--- config.mk ---
export PLATFORM = sky130hd
export DESIGN_NAME = eeprom_program_erase_control
export DESIGN_NICKNAME = d
export VERILOG_FILES = /design/src/design/eeprom_ctl_pkg.sv /design/src/design/eeprom_addr_decode.sv /design/src/design/eeprom_program_erase_control.sv /design/src/design/eeprom_protect_check.sv
export SDC_FILE = /design/constraint.sdc
export NUM_CORES = 1
export LEC_CHECK = 0
export BUFFER_PORTS_ARGS = -buffer_cell sky130_fd_sc_hd__buf_2
export CAP_MARGIN = 20
export CORE_MARGIN = 2
export CORE_UTILIZATION = 48
export CTS_BUF_LIST = sky130_fd_sc_hd__clkbuf_16
export CTS_CLUSTER_SIZE = 8
export DETAILED_ROUTE_END_ITERATION = 10
export MAX_ROUTING_LAYER = met4
export PLACE_DENSITY = 0.79
export SLEW_MARGIN = 20
export SYNTH_ARGS = -nofsm -noshare
export SYNTH_HDL_FRONTEND = slang
export SYNTH_SLANG_ARGS = --single-unit
--- constraint.sdc ---
create_clock -name sys_clk -period 2.1 [get_ports sys_clk]
set_clock_uncertainty 0.15 [all_clocks]
set_input_delay 0.21 -clock sys_clk [delete_from_list [all_inputs] [get_ports sys_clk]]
set_output_delay 0.21 -clock sys_clk [all_outputs]
set_load 0.05 [all_outputs]
--- src/design/eeprom_ctl_pkg.sv ---
// Purpose: Shared constants for the EEPROM program/erase control block
// Assumes: 16-bit CPU addresses, 8-bit data
// Notes:   Control bit layout and control address are local choices
package eeprom_ctl_pkg;
  // Address map
  localparam logic [15:0] ARRAY_BASE  = 16'h0800;
  localparam logic [15:0] ARRAY_LAST  = 16'h09ff;
  localparam logic [15:0] CTRL_ADDR   = 16'hfe1a;
  localparam logic [15:0] NVR_ADDR    = 16'hfe1c;
  localparam logic [15:0] SHADOW_ADDR = 16'hfe1f;
  // Control register bit positions
  localparam int HV_BIT      = 0;
  localparam int LATCH_BIT   = 1;
  localparam int MODE_LO_BIT = 2;
  localparam int MODE_HI_BIT = 3;
  // Block index inside the array offset
  localparam int BLOCK_MSB = 8;
  localparam int BLOCK_LSB = 7;
  // Values after reset
  localparam logic [7:0] SHADOW_RESET = 8'h10;
  localparam logic [7:0] DATA_RESET   = 8'hff;
  localparam logic [7:0] RDATA_RESET  = 8'h00;
  localparam logic [8:0] ADDR_RESET   = 9'h000;
  // Operation codes carried by the two erase-mode bits
  typedef enum logic [1:0] {
    MODE_PROGRAM     = 2'h0,
    MODE_BYTE_ERASE  = 2'h1,
    MODE_BLOCK_ERASE = 2'h2,
    MODE_BULK_ERASE  = 2'h3
  } op_mode_t;
endpackage

--- src/design/eeprom_addr_decode.sv ---
// Purpose: Decodes a CPU address into the block's regions
// Assumes: Address is stable in the strobe cycle
// Notes:   Purely combinational
`timescale 1ns/100ps
`default_nettype none
module eeprom_addr_decode (
  input  wire logic [15:0] addr,      // CPU address
  output logic             is_array,  // Inside the 512-byte array
  output logic             is_nvr,    // Nonvolatile configuration byte
  output logic             is_ctrl,   // Control register
  output logic             is_shadow  // Configuration shadow
);
  import eeprom_ctl_pkg::*;
  // Region compares
  assign is_array  = (addr >= ARRAY_BASE) && (addr <= ARRAY_LAST);
  assign is_nvr    = (addr == NVR_ADDR);
  assign is_ctrl   = (addr == CTRL_ADDR);
  assign is_shadow = (addr == SHADOW_ADDR);
endmodule // eeprom_addr_decode
`default_nettype wire

--- src/design/eeprom_program_erase_control.sv ---
// Purpose: Program/erase sequencer for a 512-byte on-chip EEPROM
// Assumes: Array and charge pump sit outside on the same clock
// Notes:   Registers reached over a plain strobe port
`timescale 1ns/100ps
`default_nettype none
module eeprom_program_erase_control (
  input  wire logic                     sys_clk,       // 20 MHz bus clock
  input  wire logic                     reset,         // Async, active high
  input  wire logic [15:0]              bus_addr,      // CPU address
  input  wire logic [7:0]               bus_wdata,     // CPU write data
  input  wire logic                     bus_wr,        // Write strobe
  input  wire logic                     bus_rd,        // Read strobe
  output logic      [7:0]               bus_rdata,     // Read data, next cycle
  input  wire logic [7:0]               array_rdata,   // Array byte at bus_addr
  input  wire logic [7:0]               nvr_byte,      // Stored config byte
  output logic                          pump_on,       // High voltage applied
  output eeprom_ctl_pkg::op_mode_t      op_mode,       // Operation to run
  output logic      [8:0]               tgt_addr,      // Captured array offset
  output logic                          tgt_nvr,       // Target is config byte
  output logic      [7:0]               tgt_data,      // Captured data
  output logic      [7:0]               config_shadow  // Volatile config copy
);
  import eeprom_ctl_pkg::*;

  // Address decode
  logic dec_array;
  logic dec_nvr;
  logic dec_ctrl;
  logic dec_shadow;
  eeprom_addr_decode u_dec (
    .addr      (bus_addr),
    .is_array  (dec_array),
    .is_nvr    (dec_nvr),
    .is_ctrl   (dec_ctrl),
    .is_shadow (dec_shadow)
  );

  // Control and capture state
  op_mode_t   mode_r;
  op_mode_t   mode_nxt;
  logic       latch_r;
  logic       latch_nxt;
  logic       hv_en_r;
  logic       hv_en_nxt;
  logic       captured_r;
  logic       captured_nxt;
  logic [8:0] tgt_addr_r;
  logic [8:0] tgt_addr_nxt;
  logic       tgt_nvr_r;
  logic       tgt_nvr_nxt;
  logic [7:0] tgt_data_r;
  logic [7:0] tgt_data_nxt;
  logic       pump_r;
  logic       pump_nxt;
  logic [7:0] shadow_r;
  logic [7:0] shadow_nxt;
  logic       load_pend_r;
  logic       load_pend_nxt;
  logic [7:0] rdata_r;
  logic [7:0] rdata_nxt;

  // Strobe qualifiers
  logic latch_wr;
  logic ctrl_wr;
  logic op_ok;
  logic [7:0] ctrl_view;

  // Config byte is a capture target as well as the array
  assign latch_wr = bus_wr && latch_r && (dec_array || dec_nvr);
  // While latched, control writes are held off until a capture
  assign ctrl_wr  = bus_wr && dec_ctrl && !(latch_r && !captured_r);

  // Protection and mode check on the captured target
  eeprom_protect_check u_prot (
    .mode    (mode_r),
    .tgt_nvr (tgt_nvr_r),
    .block   (tgt_addr_r[BLOCK_MSB:BLOCK_LSB]),
    .protect (shadow_r[3:0]),
    .op_ok   (op_ok)
  );

  // Control register as software reads it
  always_comb begin
    ctrl_view              = 8'h00;
    ctrl_view[HV_BIT]      = hv_en_r;
    ctrl_view[LATCH_BIT]   = latch_r;
    ctrl_view[MODE_LO_BIT] = mode_r[0];
    ctrl_view[MODE_HI_BIT] = mode_r[1];
  end

  // Next control state
  always_comb begin
    mode_nxt     = mode_r;
    latch_nxt    = latch_r;
    hv_en_nxt    = hv_en_r;
    captured_nxt = captured_r;
    tgt_addr_nxt = tgt_addr_r;
    tgt_nvr_nxt  = tgt_nvr_r;
    tgt_data_nxt = tgt_data_r;
    if (ctrl_wr) begin
      if (!hv_en_r) begin
        mode_nxt = op_mode_t'({bus_wdata[MODE_HI_BIT], bus_wdata[MODE_LO_BIT]});
        latch_nxt = bus_wdata[LATCH_BIT];
      end
      // Enable rises only once latched with a capture
      hv_en_nxt = bus_wdata[HV_BIT] && (hv_en_r || (latch_r && captured_r));
    end
    // Latch stays while enable is still set, even in a joint clear
    if (hv_en_r) begin
      latch_nxt = 1'b1;
    end
    if (latch_wr) begin
      // A later valid write replaces the earlier one
      captured_nxt = 1'b1;
      tgt_addr_nxt = bus_addr[8:0];
      tgt_nvr_nxt  = dec_nvr;
      tgt_data_nxt = bus_wdata;
    end else if (!latch_nxt) begin
      captured_nxt = 1'b0;
    end
  end

  // Voltage only while enabled and the target passes the check
  always_comb begin
    pump_nxt = hv_en_r && op_ok;
  end

  // Shadow load after reset release and on every config byte read
  always_comb begin
    shadow_nxt    = shadow_r;
    load_pend_nxt = 1'b0;
    if (load_pend_r || (bus_rd && dec_nvr)) begin
      shadow_nxt = nvr_byte;
    end
  end

  // Read data for the cycle after a read strobe
  always_comb begin
    rdata_nxt = RDATA_RESET;
    if (bus_rd) begin
      if (dec_array) begin
        rdata_nxt = latch_r ? tgt_data_r : array_rdata;
      end else if (dec_nvr) begin
        rdata_nxt = nvr_byte;
      end else if (dec_shadow) begin
        rdata_nxt = shadow_r;
      end else if (dec_ctrl) begin
        rdata_nxt = ctrl_view;
      end
    end
  end

  // Control and capture registers
  always_ff @(posedge sys_clk or posedge reset) begin
    if (reset) begin
      mode_r     <= MODE_PROGRAM;
      latch_r    <= 1'b0;
      hv_en_r    <= 1'b0;
      captured_r <= 1'b0;
      tgt_addr_r <= ADDR_RESET;
      tgt_nvr_r  <= 1'b0;
      tgt_data_r <= DATA_RESET;
    end else begin
      mode_r     <= mode_nxt;
      latch_r    <= latch_nxt;
      hv_en_r    <= hv_en_nxt;
      captured_r <= captured_nxt;
      tgt_addr_r <= tgt_addr_nxt;
      tgt_nvr_r  <= tgt_nvr_nxt;
      tgt_data_r <= tgt_data_nxt;
    end
  end

  // Pump register; reset drops the voltage at once
  always_ff @(posedge sys_clk or posedge reset) begin
    if (reset) begin
      pump_r <= 1'b0;
    end else begin
      pump_r <= pump_nxt;
    end
  end

  // Shadow register; the pending flag forces one load after reset
  always_ff @(posedge sys_clk or posedge reset) begin
    if (reset) begin
      shadow_r    <= SHADOW_RESET;
      load_pend_r <= 1'b1;
    end else begin
      shadow_r    <= shadow_nxt;
      load_pend_r <= load_pend_nxt;
    end
  end

  // Read data register
  always_ff @(posedge sys_clk or posedge reset) begin
    if (reset) begin
      rdata_r <= RDATA_RESET;
    end else begin
      rdata_r <= rdata_nxt;
    end
  end

  // Outputs straight from registers; the array sizes the erase from op_mode
  assign bus_rdata     = rdata_r;
  assign pump_on       = pump_r;
  assign op_mode       = mode_r;
  assign tgt_addr      = tgt_addr_r;
  assign tgt_nvr       = tgt_nvr_r;
  assign tgt_data      = tgt_data_r;
  assign config_shadow = shadow_r;
endmodule // eeprom_program_erase_control
`default_nettype wire

--- src/design/eeprom_protect_check.sv ---
// Purpose: Decides whether a captured target may receive high voltage
// Assumes: Inputs come from registers of the control block
// Notes:   Purely combinational
`timescale 1ns/100ps
`default_nettype none
module eeprom_protect_check (
  input  wire eeprom_ctl_pkg::op_mode_t mode,     // Selected operation
  input  wire logic                     tgt_nvr,  // Target is config byte
  input  wire logic [1:0]               block,    // Target block index
  input  wire logic [3:0]               protect,  // Block protect bits
  output logic                          op_ok     // Voltage may be applied
);
  import eeprom_ctl_pkg::*;
  logic blk_prot;
  assign blk_prot = protect[block];
  // Protection overrides every mode for array targets; wide erases never touch the config byte
  always_comb begin
    unique case (mode)
      MODE_PROGRAM,
      MODE_BYTE_ERASE:  op_ok = tgt_nvr || !blk_prot;
      MODE_BLOCK_ERASE: op_ok = !tgt_nvr && !blk_prot;
      MODE_BULK_ERASE:  op_ok = !tgt_nvr && !(|protect);
    endcase
  end
endmodule // eeprom_protect_check
`default_nettype wire

# Yosys cells after proc, flatten, opt, wreduce, memory -nomap -nowiden
# Index checks and enable logic that the tools add are counted.
# op_classes
n_eq_ne,7
order_cmp,3
muxes,13
bitwise_logic,1
reduce_logical,25
# op_table
op,n
== test 16 bit (second input constant),3
2-to-1 mux 8 bit,5
greater-or-equal comparator 16 x 12 -> 1 bit (second input constant),1
less-or-equal comparator 16 x 12 -> 1 bit (second input constant),1
logical AND 1 bit,12
logical NOT 1 bit,5
2-to-1 mux 1 bit,5
== test 2 bit (second input constant),2
logical OR 1 bit,4
2-to-1 mux 4 bit,1
OR reduction 4 bit,1
less-than comparator 2 x 3 -> 1 bit (second input constant),1
one-hot mux 1 bit (3 select lines),1
binary-select mux 1 bit (select 2 bit),1
== test 2 x 1 -> 1 bit (second input constant),1
logical NOT 2 bit,1
inequality test 2 x 1 -> 1 bit (second input constant),1
AND reduction 2 bit,1
OR reduction 2 bit,1
inverter 1 bit,1
# word_totals
in_bits,44
reg_bits,41

# Logic depth before layout (Yosys ltp)
# logic_depth
depth_word,8
ltp_mapped,6
ltp_nobuf,4

# Cells and area by module
# Synthesis repeated with hierarchy kept, for this count alone.
# hier_totals
cells_unflattened,171
area_unflattened_um2,2057.0
# by_module_without_submodules
mod,instances,area_each_um2,cells_each
eeprom_program_erase_control,1,1899.3,150
eeprom_addr_decode,1,106.4,16
eeprom_protect_check,1,51.3,5

# Least setup slack after synthesis
# OpenSTA, ideal clock, no wires.
# synth_path
path_type,input to register
startpoint,in bus_addr[5]
endpoint,"reg tgt_addr_r[0], in the netlist tgt_addr[0]"
setup_ns,0.125
path_buffers,2
setup_slack_ns,-0.381
t_arrival_ns,2.206
cell_stages,6
path_cell_list,or4b_4 > or4_1 > buf_2 > a21oi_4 > buf_12 > mux2_4
# synth_via
elab_chain_len,4
word_cells_on_any_way,6
# synth_lines
item,line_no,source
from (decl),eeprom_program_erase_control.sv:9,"input wire logic [15:0] bus_addr,"
greater-or-equal comparator 16 x 12 -> 1 bit / less-or-equal comparator 16 x 12 -> 1 bit (equally long branches),eeprom_addr_decode.sv:15,assign is_array = (addr >= ARRAY_BASE) && (addr <= ARRAY_LAST);
logical AND 1 bit,eeprom_addr_decode.sv:15,
logical OR 1 bit (*),eeprom_program_erase_control.sv:69,assign latch_wr = bus_wr && latch_r && (dec_array || dec_nvr);
logical AND 1 bit (*),eeprom_program_erase_control.sv:69,
to (signal assigned),eeprom_program_erase_control.sv:168,tgt_addr_r <= tgt_addr_nxt;
to (decl),eeprom_program_erase_control.sv:47,logic [8:0] tgt_addr_r;
# Every way passes the cells marked *; elsewhere a longest branch is shown, timed or not.
# A chain may end at the register's enable or synchronous reset.

# Worst setup path in the final report
# layout_path
startpoint,in bus_addr[8]
endpoint,"reg tgt_addr_r[3], in the netlist tgt_addr[3]"
# Same word-level chain as after synthesis.

==> impl_metrics.env <==
export IMPL_layout_min_cycle_time_ns=2.071
export IMPL_ir_drop_uv=603.7
export IMPL_drive_gt1_frac=0.6264
export IMPL_ios=81
export IMPL_firstDrtPassIters=4
export IMPL_htreeDepth=2
export IMPL_hp_class="primary input to flop"
export IMPL_power_density_nw_per_um2=800.8
export IMPL_synth_seq_cells=41
export IMPL_die_y_um=68.84
export IMPL_clkTransAtPathRegs_ns=0.06
export IMPL_fmax_mhz=482.9
export IMPL_p_comb_frac=0.181
export IMPL_synth_edff_count=0
export IMPL_drc_errors=0
export IMPL_netlist_area_sq_um=2018
export IMPL_p_sw_frac=0.2659
export IMPL_ant_nets=0
export IMPL_cap_violations=0
export IMPL_grt_pass1_vias=1674
export IMPL_p_total_mw=2.296
export IMPL_postLayoutCellArea_sq_um=2867
export IMPL_avgViaCountPerCell=5.600
export IMPL_avgRoutedWirePerCell_um=16.77
export IMPL_overflow=0
export IMPL_routabilityCongestion=0.8557
export IMPL_num_rows=23
export IMPL_synth_nets=202
export IMPL_drt_iter0_markers=58
export IMPL_numCtsBuffers=5
export IMPL_fin_crit_sh=0.9862
export IMPL_die_area_sq_um=4739
export IMPL_final_common_cell="buf_2"
export IMPL_cts_path_max_buffers=2
export IMPL_synth_distinct_cells=38
export IMPL_die_x_um=68.84
export IMPL_layout_common_cells="buf_2 (79), dfrtp_1 (31), mux2_2 (23)"
export IMPL_grt_first_pass_wirelength_um=8059
export IMPL_synthCells=158
export IMPL_root_buffer="clkbuf_16"
export IMPL_end_kind="flop"
export IMPL_setup_violations=0
export IMPL_crit_fanout=7
export IMPL_power_leakage_nw=1.407
export IMPL_cp_start_kind="primary input"
export IMPL_cp_arrival_ns=2.09
export IMPL_slew_violations=0
export IMPL_antenna_found_initial=0
export IMPL_vias=1764
export IMPL_synth_main_ff_cell="dfrtp_1"
export IMPL_dp_hpwl_um=3831
export IMPL_internal_power_mw=1.685
export IMPL_syn_area_per_cell_sq_um=12.77
export IMPL_ys_warn_count=0
export IMPL_grt_max_degree=42
export IMPL_setup_worst_path_class="primary input to flop"
export IMPL_p_clk_frac=0.430
export IMPL_outcome="finished clean"
export IMPL_placeableCoreArea_sq_um=4029
export IMPL_antenna_cells=0
export IMPL_area_delta_synth_final_pct=42.03
export IMPL_critical_path_required_ns=2.12
export IMPL_port_buffers=80
export IMPL_net_switching_power_uw=610.5
export IMPL_clock_sinks=41
export IMPL_synthArstFlopShare=1.000
export IMPL_grt_total_usage=0.2440
export IMPL_nets=308
export IMPL_start_util=0.5009
export IMPL_wirelength_um=5283
export IMPL_hold_viol=0
export IMPL_yosysSeqAreaShare=0.5146
export IMPL_cts_tree="done"
export IMPL_clk_latency_ns=0.28
export IMPL_p_seq_frac=0.389
export IMPL_placed_area_sq_um=2615
[synth_stat cells (2+ instances only)]
| library cell | instances | area, sq um |
|---|---|---|
| or3b_2 | 2 | 17.52 |
| a221oi_1 | 5 | 43.79 |
| nand4_1 | 2 | 12.51 |
| o21ai_0 | 6 | 30.03 |
| mux2_2 | 27 | 304.0 |
| a31oi_1 | 5 | 31.28 |
| nor2_1 | 6 | 22.52 |
| dfrtp_1 | 31 | 775.7 |
| nor4_1 | 5 | 31.28 |
| nand2_1 | 7 | 26.28 |
| nand4b_1 | 2 | 17.52 |
| dfstp_2 | 10 | 262.8 |
| nor4b_1 | 2 | 17.52 |
| inv_1 | 5 | 18.77 |
| clkbuf_1 | 2 | 7.510 |
| mux2i_1 | 2 | 20.02 |
| and3_1 | 3 | 18.77 |
| nand3_1 | 6 | 30.03 |
| mux2_4 | 8 | 120.1 |
| o221ai_1 | 4 | 35.03 |
[logic make-up (layout without fill, tap and decap cells)]
group,count (synthesis),after routing,share of synthesized area
AO/OA/AOI/OAI,26,26,0.09733
buffers and inverters,10,117,0.02728
flip-flops,41,41,0.5146
multiplexers,38,38,0.2312
other,1,1,0.001858
AND/OR/NAND/NOR,42,42,0.1277
[flip-flops by register name (all words and copies together), names as in the netlist]
| name | cells |
|---|---|
| tgt_addr | 9 |
| bus_rdata | 8 |
| config_shadow | 8 |
| tgt_data | 8 |
| op_mode | 2 |
| captured_r | 1 |
| hv_en_r | 1 |
| latch_r | 1 |
| load_pend_r | 1 |
| pump_on | 1 |
| tgt_nvr | 1 |
[worst max-delay path: stages]
cell     delay (ns)
buf_2          0.13
or4b_4         0.50
or4_4          0.57
a21oi_4        0.19
buf_6          0.17
mux2_4         0.30
[final timing paths]
| kind | startpoint | to | slack (ns) | cells past startpoint |
|---|---|---|---|---|
| max | bus_addr[8] | tgt_addr[3] | 0.03 | 6 |
| min | bus_wdata[6] | tgt_data[6] | 0.006 | 2 |
| max reg2reg | latch_r | bus_rdata[2] | 0.45 | 4 |
| min reg2reg | tgt_addr[1] | tgt_addr[1] | 0.37 | 1 |
| max in group asynchronous | reset | tgt_data[3] | 0.98 | 4 |
| min in group asynchronous | reset | tgt_addr[1] | 0.45 | 4 |
[per-stage QoR]
stage / util / worst slack [ns] / TNS, ns / instances / hold WS (ns)
after floorplan: - / -0.3267 / -5.726 / 158 / 0.2073
after global placement: 0.6491 / -0.2692 / -5.911 / 303 / 0.2024
after detailed placement: 0.6491 / -0.3048 / -6.550 / 303 / 0.2212
after CTS: 0.7016 / -0.006011 / -0.01730 / 312 / 0.002324
after global routing: 0.7115 / -0.002489 / -0.006455 / 315 / 0.007133
final: 0.7115 / 0.02902 / 0 / 315 / 0.006367
[power groups by stage]
stage / registers [mW] / clock network (mW) / logic [mW]
after floorplan: 1.06 / 0 / 0.109
after global placement: 0.904 / 0 / 0.403
after detailed placement: 0.905 / 0 / 0.407
after CTS: 0.892 / 1.00 / 0.412
after global routing: 0.898 / 1.04 / 0.439
final: 0.894 / 0.987 / 0.415
[metal layers]
metal	track usage	routed length (um)	vias to the layer above
met4	0.09559	125	0
met2	0.3798	2618	60
met3	0.04708	258	11
met1	0.3168	2281	875
li1	-	-	818
met5	-	0	-
[final cells by class]
class / instances / area (sq um)
Inverter: 5 / 18.77
Timing Repair Buffer: 104 / 605.6
Clock inverter: 3 / 68.82
Clock buffer: 5 / 125.1
Multi-Input combinational cell: 107 / 947.2
Fill cell: 299 / 1162
Tap cell: 50 / 62.56
Sequential cell: 41 / 1039
[what timing repair did]
item / CTS / global route
resized for setup: 2 / 4
pin swaps: 1 / 0
hold endpoints to repair: 31 / 0
hold buffers: 1 / 0
endpoints found under the setup margin: 5 / 14
setup buffers: 0 / 3
Note: power is estimated with default switching activity, not from simulation.
